<file path="src/rtl/nfc_pkg.sv">
// Summary of operation
// RULE1 - every value held internally is an 80-bit extended-precision real
// RULE2 - loads convert 16/32/64-bit integers, single/double reals and 18-digit decimal
// RULE3 - stores convert the internal value to the requested memory format
// RULE4 - operands are little-endian, least significant byte at the lowest address
// RULE5 - host should align operands on four-byte boundaries; misalignment only costs cycles
// RULE6 - the sign is one bit in every signed format, 1 meaning negative
// RULE7 - decimal pad bits are ignored on load and written as zeros on store; an out-of-range store writes NFC_BCD_INDEF with them set
// RULE8 - integer bit explicit in extended, implied in single and double
// RULE9 - exponent biases are 127, 1023 and 16383 for single, double, extended
// RULE10 - packed decimal holds 18 digits, two per byte, signed magnitude
// RULE11 - seven memory formats: three integers, decimal, three binary reals
// RULE12 - host does all memory access; behaviour independent of host mode
// RULE13 - next command is accepted while the current one still executes
// RULE14 - one memory operand per command and one result
// RULE15 - stores always take the value at the top of the register stack
package nfc_pkg;
   // ----------------------------------------------------------------------
   // formats and phases
   // ----------------------------------------------------------------------
   typedef enum logic [2:0] {NFC_W16, NFC_I32, NFC_I64, NFC_BCD, NFC_SGL, NFC_DBL, NFC_EXT} nfc_fmt_t;
   typedef enum logic [2:0] {PH_IDLE, PH_BCD_IN, PH_NORM, PH_SHR, PH_BCD_DD} nfc_ph_t;
   // ----------------------------------------------------------------------
   // field layout and constants
   // ----------------------------------------------------------------------
   localparam logic [14:0] NFC_BIAS_X = 15'h3FFF;
   localparam logic [14:0] NFC_BIAS_S = 15'h007F;
   localparam logic [14:0] NFC_BIAS_D = 15'h03FF;
   localparam logic [14:0] NFC_EMAX_S = 15'h00FF;
   localparam logic [14:0] NFC_EMAX_D = 15'h07FF;
   localparam logic [14:0] NFC_EXP_TOP = 15'h7FFF;
   localparam logic [14:0] NFC_INT_EXP = 15'h403E; // bias plus 63: binary point below bit 0
   localparam int NFC_SIGN_POS = 79;
   localparam logic [6:0] NFC_BCD_DIGITS = 7'h12;
   localparam logic [6:0] NFC_INT_BITS = 7'h40;
   localparam logic [63:0] NFC_BCD_LIMIT = 64'h0DE0_B6B3_A764_0000; // ten to the eighteenth
   localparam logic [79:0] NFC_BCD_INDEF = 80'hFFFF_C000_0000_0000_0000;
   localparam logic [79:0] NFC_RESET_VAL = 80'h0000_0000_0000_0000_0000;
endpackage : nfc_pkg

</file>
<file path="src/rtl/nfc_converter.sv">
`timescale 1ns/1ps
module nfc_converter #(
   parameter int DEPTH = 8
) (
   // clock and reset
   input wire logic clk,
   input wire logic arst_n,
   // command from host
   input wire logic cmd_valid,
   input wire logic cmd_store,
   input wire nfc_pkg::nfc_fmt_t cmd_fmt,
   input wire logic [79:0] cmd_data,
   output logic cmd_ready,
   // result to host
   output logic done,
   output logic res_valid,
   output logic [79:0] res_data,
   output logic busy
);
   import nfc_pkg::*;
   localparam int TW = $clog2(DEPTH);

   typedef struct packed {
      nfc_ph_t ph;
      logic pend_v;
      logic pend_st;
      nfc_fmt_t pend_fmt;
      logic [79:0] pend_data;
      nfc_fmt_t fmt;
      logic sign;
      logic ovf;
      logic [14:0] exp;
      logic [63:0] mant;
      logic [71:0] bcd;
      logic [6:0] cnt;
      logic [TW-1:0] top;
      logic [DEPTH-1:0][79:0] stk;
      logic cmd_ready;
      logic done;
      logic res_valid;
      logic [79:0] res;
      logic busy;
   } nfc_state_t;

   nfc_state_t q, d;
   logic push;
   logic [79:0] push_val;

   // ----------------------------------------------------------------------
   // conversion helpers
   // ----------------------------------------------------------------------
   function automatic logic [6:0] int_width(input nfc_fmt_t f);
      return (f == NFC_W16) ? 7'h10 : (f == NFC_I32) ? 7'h20 : NFC_INT_BITS;
   endfunction : int_width

   // sign extend the integer image; byte 0 holds the lowest address
   function automatic logic [63:0] int_sext(input logic [79:0] v, input nfc_fmt_t f);
      unique case (f)
         NFC_W16: return {{48{v[15]}}, v[15:0]};
         NFC_I32: return {{32{v[31]}}, v[31:0]};
         default: return v[63:0];
      endcase
   endfunction : int_sext

   // single or double image to extended form
   function automatic logic [79:0] from_real(input logic [79:0] v, input logic dbl);
      logic s;
      logic [14:0] e;
      logic [62:0] f;
      s = dbl ? v[63] : v[31];
      e = dbl ? {4'h0, v[62:52]} : {7'h00, v[30:23]};
      f = dbl ? {v[51:0], 11'h000} : {v[22:0], 40'h00_0000_0000};
      if (e == 15'h0000) begin
         return {s, 79'h0}; // denormals flushed to signed zero
      end else if (e == (dbl ? NFC_EMAX_D : NFC_EMAX_S)) begin
         return {s, NFC_EXP_TOP, 1'b1, f};
      end else begin
         return {s, 15'(e - (dbl ? NFC_BIAS_D : NFC_BIAS_S) + NFC_BIAS_X), 1'b1, f}; // RULE9 RULE8
      end
   endfunction : from_real

   // extended form to single or double image, truncating the fraction
   function automatic logic [79:0] to_real(input logic [79:0] t, input logic dbl);
      logic s;
      logic [16:0] ue;
      logic [16:0] emax;
      logic [62:0] f;
      s = t[79];
      f = t[62:0];
      ue = {2'b00, t[78:64]} - {2'b00, NFC_BIAS_X} + {2'b00, dbl ? NFC_BIAS_D : NFC_BIAS_S}; // RULE9
      emax = {2'b00, dbl ? NFC_EMAX_D : NFC_EMAX_S};
      if (t[78:64] == NFC_EXP_TOP || (!ue[16] && ue >= emax)) begin
         if (t[78:64] != NFC_EXP_TOP) begin
            f = 63'h0;
         end
         ue = emax;
      end else if (!t[63] || ue[16] || ue == 17'h0_0000) begin
         ue = 17'h0_0000;
         f = 63'h0;
      end
      // integer bit dropped from the image
      if (dbl) begin
         return {16'h0000, s, ue[10:0], f[62:11]}; // RULE8 RULE6
      end else begin
         return {48'h0000_0000_0000, s, ue[7:0], f[62:40]}; // RULE8 RULE6
      end
   endfunction : to_real

   // add three to every decimal digit of five or more
   function automatic logic [71:0] dd_adjust(input logic [71:0] b);
      logic [71:0] r;
      r = b;
      for (int i = 0; i < 18; i++) begin
         if (r[4*i +: 4] >= 4'h5) begin
            r[4*i +: 4] = r[4*i +: 4] + 4'h3;
         end
      end
      return r;
   endfunction : dd_adjust

   // ----------------------------------------------------------------------
   // next state
   // ----------------------------------------------------------------------
   always_comb begin
      logic [79:0] t;
      logic [63:0] iv;
      logic [63:0] lim;
      logic [71:0] b;
      t = q.stk[q.top];
      iv = 64'h0;
      lim = 64'h0;
      b = 72'h0;
      d = q;
      d.done = 1'b0;
      d.res_valid = 1'b0;
      push = 1'b0;
      push_val = NFC_RESET_VAL;
      // holding slot takes the next command during execution
      if (cmd_valid && q.cmd_ready) begin // RULE13
         d.pend_v = 1'b1;
         d.pend_st = cmd_store;
         d.pend_fmt = cmd_fmt;
         d.pend_data = cmd_data; // RULE4 RULE12
      end
      unique case (q.ph)
         PH_IDLE: begin
            if (q.pend_v) begin
               d.pend_v = 1'b0;
               d.fmt = q.pend_fmt;
               d.ovf = 1'b0;
               if (!q.pend_st) begin
                  unique case (q.pend_fmt) // RULE2 RULE11
                     NFC_W16, NFC_I32, NFC_I64: begin
                        iv = int_sext(q.pend_data, q.pend_fmt);
                        d.sign = iv[63]; // RULE6
                        d.mant = iv[63] ? 64'(-iv) : iv;
                        d.exp = NFC_INT_EXP;
                        d.ph = PH_NORM;
                     end
                     NFC_BCD: begin
                        d.sign = q.pend_data[NFC_SIGN_POS];
                        d.bcd = q.pend_data[71:0]; // RULE7
                        d.mant = 64'h0;
                        d.exp = NFC_INT_EXP;
                        d.cnt = NFC_BCD_DIGITS;
                        d.ph = PH_BCD_IN;
                     end
                     NFC_SGL, NFC_DBL: begin
                        push = 1'b1;
                        push_val = from_real(q.pend_data, q.pend_fmt == NFC_DBL);
                     end
                     default: begin
                        push = 1'b1;
                        push_val = q.pend_data;
                     end
                  endcase
               end else begin
                  // stores pop the top of the stack
                  d.top = TW'(q.top + 1'b1); // RULE15
                  d.sign = t[79];
                  d.mant = t[63:0];
                  d.exp = t[78:64];
                  unique case (q.pend_fmt) // RULE3
                     NFC_SGL, NFC_DBL: begin
                        d.res = to_real(t, q.pend_fmt == NFC_DBL);
                        d.done = 1'b1;
                        d.res_valid = 1'b1;
                     end
                     NFC_EXT: begin
                        d.res = t;
                        d.done = 1'b1;
                        d.res_valid = 1'b1;
                     end
                     default: begin
                        if (t[78:64] < NFC_BIAS_X) begin
                           d.mant = 64'h0; // fractions truncate to zero
                           d.exp = NFC_INT_EXP;
                        end else if (t[78:64] > NFC_INT_EXP) begin
                           d.ovf = 1'b1;
                           d.exp = NFC_INT_EXP;
                        end
                        d.ph = PH_SHR;
                     end
                  endcase
               end
            end
         end
         PH_BCD_IN: begin
            // accumulate digit 17 down to digit 0
            d.mant = (q.mant << 3) + (q.mant << 1) + {60'h0, q.bcd[71:68]}; // RULE10
            d.bcd = q.bcd << 4;
            d.cnt = q.cnt - 7'h01;
            if (q.cnt == 7'h01) begin
               d.ph = PH_NORM;
            end
         end
         PH_NORM: begin
            if (q.mant == 64'h0) begin
               push = 1'b1;
               push_val = {q.sign, 79'h0};
               d.ph = PH_IDLE;
            end else if (q.mant[63]) begin
               push = 1'b1;
               push_val = {q.sign, q.exp, q.mant}; // RULE1 RULE8
               d.ph = PH_IDLE;
            end else begin
               d.mant = q.mant << 1;
               d.exp = q.exp - 15'h0001;
            end
         end
         PH_SHR: begin
            if (q.exp != NFC_INT_EXP) begin
               d.mant = q.mant >> 1;
               d.exp = q.exp + 15'h0001;
            end else if (q.fmt == NFC_BCD) begin
               if (q.ovf || q.mant >= NFC_BCD_LIMIT) begin
                  d.res = NFC_BCD_INDEF;
                  d.done = 1'b1;
                  d.res_valid = 1'b1;
                  d.ph = PH_IDLE;
               end else begin
                  d.bcd = 72'h0;
                  d.cnt = NFC_INT_BITS;
                  d.ph = PH_BCD_DD;
               end
            end else begin
               lim = 64'h1 << (int_width(q.fmt) - 7'h01);
               iv = q.sign ? 64'(-q.mant) : q.mant;
               if (q.ovf || q.mant > lim || (q.mant == lim && !q.sign)) begin
                  iv = lim; // out of range gives most negative value
               end
               d.res = {16'h0000, iv & ((int_width(q.fmt) == NFC_INT_BITS) ? 64'hFFFF_FFFF_FFFF_FFFF
                                                                           : (lim << 1) - 64'h1)}; // RULE4
               d.done = 1'b1;
               d.res_valid = 1'b1;
               d.ph = PH_IDLE;
            end
         end
         PH_BCD_DD: begin
            b = dd_adjust(q.bcd);
            d.bcd = {b[70:0], q.mant[63]};
            d.mant = q.mant << 1;
            d.cnt = q.cnt - 7'h01;
            if (q.cnt == 7'h01) begin
               d.res = {q.sign, 7'h00, b[70:0], q.mant[63]}; // RULE7 RULE10
               d.done = 1'b1;
               d.res_valid = 1'b1;
               d.ph = PH_IDLE;
            end
         end
      endcase
      // a load leaves one new value on the stack
      if (push) begin // RULE14
         d.top = TW'(q.top - 1'b1);
         d.stk[TW'(q.top - 1'b1)] = push_val;
         d.done = 1'b1;
      end
      d.cmd_ready = !d.pend_v;
      d.busy = (d.ph != PH_IDLE) || d.pend_v;
   end

   // ----------------------------------------------------------------------
   // state register
   // ----------------------------------------------------------------------
   always_ff @(posedge clk or negedge arst_n) begin
      if (!arst_n) begin
         q <= '0;
         q.cmd_ready <= 1'b1;
      end else begin
         q <= d;
      end
   end

   assign cmd_ready = q.cmd_ready;
   assign done = q.done;
   assign res_valid = q.res_valid;
   assign res_data = q.res;
   assign busy = q.busy;
endmodule : nfc_converter

</file>
<file path="config.mk">
export PLATFORM = sky130hd
export DESIGN_NAME = nfc_converter
export DESIGN_NICKNAME = d
export VERILOG_FILES = /design/src/rtl/nfc_pkg.sv /design/src/rtl/nfc_converter.sv
export SDC_FILE = /design/constraint.sdc
export NUM_CORES = 2
export LEC_CHECK = 0
export BUFFER_PORTS_ARGS = -buffer_cell sky130_fd_sc_hd__buf_2
export CAP_MARGIN = 20
export CORE_UTILIZATION = 25
export DETAILED_ROUTE_END_ITERATION = 6
export GPL_TIMING_DRIVEN = 0
export SLEW_MARGIN = 20
export SYNTH_ARGS = -nofsm -noshare
export SYNTH_HDL_FRONTEND = slang
export SYNTH_SLANG_ARGS = --single-unit
</file>
<file path="constraint.sdc">
create_clock -name clk -period 8 [get_ports clk]
set_input_delay 1.2 -clock clk [delete_from_list [all_inputs] [get_ports clk]]
set_output_delay 1.2 -clock clk [all_outputs]
set_load 0.01 [all_outputs]
</file>
# Word-level counts from Yosys, hierarchy flattened
# Index checks and enable logic that the tools add are counted.
# totals
reg_bits	978
out_inout_bits	84
# op_classes
addsub	33
magnitude_cmp	26
eq_ne	33
n_shift	1
mux	110
bitwise	1
reduce_logical	41
# ops
op	count
$mux 79	11
$mux 64	13
$mux 643	1
$bwmux 640	1
$mux 80	7
$mux 82	6
$pmux 64 s5	1
$pmux 80 s2	2
$pmux 79 s4	1
$mux 63	4
$pmux 82 s3	1
$bmux 80 s3	1
$demux 80 s3	1
$pmux 82 s2	1
$mux 161	1
$pmux 79 s2	1
$neg 64->64	2
$pmux 64 s2	1
$mux 85	1
$ge 4x3->1 const B	18
$mux 4	18
$add 4x2->4 const B	17
$add 64x4->64	1
$add 64x64->64	1
64 further kinds	133

# Logic depth before layout (Yosys ltp)
# depth
word_depth	17
mapped_depth	29
depth_no_buf	22

# Least setup slack after synthesis
# No wires, ideal clock.
# synth_path
path_type	flip-flop to flip-flop
start	reg q[725] (netlist bit)
end	reg q, in the netlist res_data[15]
setup_time_ps	140
t_arrival_ps	5598
required_ps	7860
slack_ps	2261
path_stages_with_launch	30
path_buffers	7
period_less_slack_ps	5739
path_cell_list	dfrtp_1 > buf_4 > buf_4 > buf_2 > inv_1 > mux2i_1 > inv_1 > ha_1 > clkbuf_1 > inv_1 > a2111oi_4 > xor2_1 > ha_1 > clkbuf_1 > and3_1 > nand2_1 > and3_2 > xor2_1 > inv_1 > ha_1 > nand3_1 > nor4_1 > nand4_1 > nand2_1 > and4bb_1 > o21ai_2 > or2_1 > buf_4 > buf_6 > o221ai_2
# synth_between
elab_chain_len	13
elab_cells_between_ends	22
cone_classes	add/sub: 2; order compare: 1; eq/ne: 2; mux: 10; reduce/logical: 7
# synth_lines
item	line	text
start: declaration	nfc_converter.sv:45	nfc_state_t q, d;
$bmux 80 s3 *	nfc_converter.sv:129	t = q.stk[q.top];
$mux 80 (implied by the code) *	nfc_converter.sv:129	
$sub 15x14->16	nfc_converter.sv:90	ue = {2'b00, t[78:64]} - {2'b00, NFC_BIAS_X} + {2'b00, dbl ? NFC_BIAS_D : NFC_BIAS_S};
$add 16x11->17	nfc_converter.sv:90	
$ge 17x11->1 (tied with other cells)	nfc_converter.sv:92	if (t[78:64] == NFC_EXP_TOP || (!ue[16] && ue >= emax)) begin
$logic_and 1x1->1 / $logic_or 1x1->1 (equally long branches)	nfc_converter.sv:92, nfc_converter.sv:97	
$logic_or 1x1->1 / $mux 63 (equally long branches)	nfc_converter.sv:92, nfc_converter.sv:97	
$mux 63	nfc_converter.sv:92	
$mux 64	nfc_converter.sv:102	if (dbl) begin
$pmux 82 s2 *	nfc_converter.sv:183	unique case (q.pend_fmt)
$mux 82 *	nfc_converter.sv:151	if (!q.pend_st) begin
$mux 82 *	nfc_converter.sv:147	if (q.pend_v) begin
$pmux 82 s3 *	nfc_converter.sv:145	unique case (q.ph)
# Every way passes the cells marked *; elsewhere a longest branch is shown, timed or not. The select of a mux whose other input is x is not followed.
# A chain may end at the register's enable or synchronous reset.

==> metrics.cfg <==
[job]
drv_cap=0

[synth]
synth-main-ff-cell=dfrtp_1
synthArstFlopShare=1.00
netlist.top_cell.by_area=dfrtp_1
syn_area_um2=58400
synth.most_common_cell=dfrtp_1
yosysSeqAreaShare=0.419
synthTopCellsByArea=dfrtp_1 (42%), mux4_2 (6.2%), a21oi_1 (5.9%), o21ai_0 (5.4%), nand2_1 (4.3%)
synth_edf_count=0
synth.distinct_cells=98
synth_warnings=0
yosys-top-cells-count=dfrtp_1 (977), a21oi_1 (687), nand2_1 (673)
yosys_register_bits=978
synth_cells=6316
syn-num-nets=6587
syn_area_per_cell_um2=9.24
synth_top_area_frac=0.419

[placement]
dp_slack_ps=-127
postPlaceCellArea_um2=64400
portBuffers=170
dp.cells=9628
routabilityCongestion=1.07
hpwl_mm=267

[finish]
final_util=0.294
drive_gt1_frac=0.164
post-route-cell-area_um2=68300
synthToLayoutAreaGrowth_pct=16.9
stdcell_count=9845
nNetsFinal=6970

[drt]
viasPerCell=5.77
drtIter0Drc=7227
num_vias=56801
wl_per_cell_um=35.0
first_pass_iters=7
remaining_drc_errors=6
wl_mm=344
final_antenna_net_count=0

[timing]
post-route-min-period_ps=7720
tightest_slew_ps=1340
finalSetupTns_ps=0
grt_setup_unrepaired=no
finalCritPeriodShare=0.965
final.setup.worst_slack_ps=282
finalMaxSlewViolations=0
finalSetupViolations=0
slew_headroom=0.103
max_freq_mhz=130
skew_ps=106
finalHoldViolations=0

[cts]
cts_hold_buf=0
cts_buffer_depth=3
clock_latency_ps=840
cts_root_buffer=clkbuf_16
clock-sinks=978
numCtsBuffers=109
cts_tree=done
cts.clk_slew.worst_paths_ps=60
htreeDepth=3

[worst_setup_path]
timing.rr.start=q[810]
startpoint_type=flip-flop
critPathCaptureType=flip-flop
cp_top_family=simple AND/OR/NAND/NOR gates
cp.arrival_ps=8390
critPathKind=reg2reg
crit_path_frequent_cell=clkbuf_1
reg2reg_depth=15
crit_fanout=10
worst-path-stages=15
crit_buf_inv=4
cp_cell_sequence=clkbuf_1, or4_1, or4_1, clkbuf_1, nand2b_1, or3_1, nor3_1, or2_1, a21oi_1, nor2b_1, nand3_1, clkbuf_1, clkbuf_1, nand2_1, o21ai_0
reg2reg_slack_ps=280
crit_slowest_cell=or4_1
cp.required_ps=8670
slowest_delay_ps=760
crit_start=q[810]

[die]
pin_count=171
die_area_um2=235000
fp-row-count=177
core_um2=232000
die_w_um=485
die_height_um=485
initial_core_util=0.251

[global_route]
grt_max_degree=133
gr-total-overflow=0
grt_pass1_wl_mm=466
grt_pass1_vias=55859
gr-usage-all-layers=0.286
antenna_found_initial=28

[power_and_ir_drop]
p_per_area_nw_per_um2=517
peakVddDrop_mv=0.231
leakage_nw=28.6

[run_status]
status=finished, violations left
violations=DRC

[hold_path]
hp-class=in2async

metrics by stage:
| stage | total power, mW | hold WS, ps |
|---|---|---|
| floorplan | 19.3 | 445 |
| global placement | 28.5 | 457 |
| detailed placement | 29.1 | 469 |
| CTS | 34.5 | 252 |
| global route | 36.5 | 285 |
| finish | 35.3 | 264 |
how the worst min path moves through the flow:
stage | startpoint | end | slack (ps) | cells past startpoint
3_5_place_dp | flip-flop | flip-flop | 470 | 2
4_1_cts | arst_n | asynchronous set/reset pin | 250 | 1
3_3_place_gp | flip-flop | flip-flop | 460 | 2
5_1_grt | arst_n | asynchronous set/reset pin | 290 | 1
2_1_floorplan | flip-flop | flip-flop | 440 | 2
6_report | arst_n | asynchronous set/reset pin | 260 | 1
power breakdown:
part / switching (mW) / internal, mW
clock network: 2.37 / 3.00
registers: 2.10 / 6.73
logic: 14.6 / 6.53
worst reg2reg max path, stage by stage, from the launching register on:
cell      delay (ps)
dfrtp_1          420
clkbuf_1         410
or4_1            770
or4_1            560
clkbuf_1         330
nand2b_1         480
or3_1            750
nor3_1           550
or2_1            230
a21oi_1          200
nor2b_1          690
nand3_1          710
clkbuf_1         690
clkbuf_1         540
nand2_1          190
o21ai_0           90
cells by family after synthesis:
group	Yosys count	share of synthesized area
compound gates	2083	0.222
simple gates	1766	0.133
flops	978	0.419
buf+inv	738	0.0561
mux	356	0.0983
xor+xnor	211	0.0317
fa+ha+maj	184	0.0397
layer usage:
layer	share of wire	vias up	routed length, µm	track usage
li1	-	23714	-	-
met1	0.39	29118	135000	0.354
met2	0.44	3110	152000	0.440
met3	0.078	845	27000	0.0543
met4	0.087	14	30100	0.214
met5	0.00031	-	108	0
area by class of cell:
type	instances	area [µm²]
inverters	117	439
plain buffers	620	2920
repair buffers	273	1810
diodes	15	37.5
multi-input cells	4600	31100
well taps	3043	3810
flip-flops and latches	978	24500
clock buffers	155	3130
fillers	24249	164000
clock inverters	44	603
timing repair:
action / CTS / global route
buffers inserted: 0 / 1
setup endpoints to repair: 15 / 43
resized for setup: 1 / 4
pin swaps: 0 / 2
hold endpoints to repair: 0 / 0
placed cells by master, fill, tap and decap left out, drive strengths merged, types with 46 or more instances in the layout:
master | synthesis | layout
o221ai | 51 | 51
mux4 | 161 | 161
xor2 | 76 | 76
nor2 | 633 | 633
nand2 | 674 | 674
clkbuf | 379 | 538
nand3 | 67 | 67
xnor2 | 135 | 135
mux2 | 116 | 116
a22oi | 49 | 49
buf | 242 | 508
mux2i | 79 | 79
o31ai | 46 | 46
a21oi | 687 | 687
ha | 182 | 182
o21ai | 646 | 646
inv | 116 | 120
a221oi | 158 | 158
nor3 | 95 | 95
dfrtp | 977 | 977
a211oi | 51 | 51
a21o | 60 | 60
No activity file was read; power rests on OpenSTA's default activity.
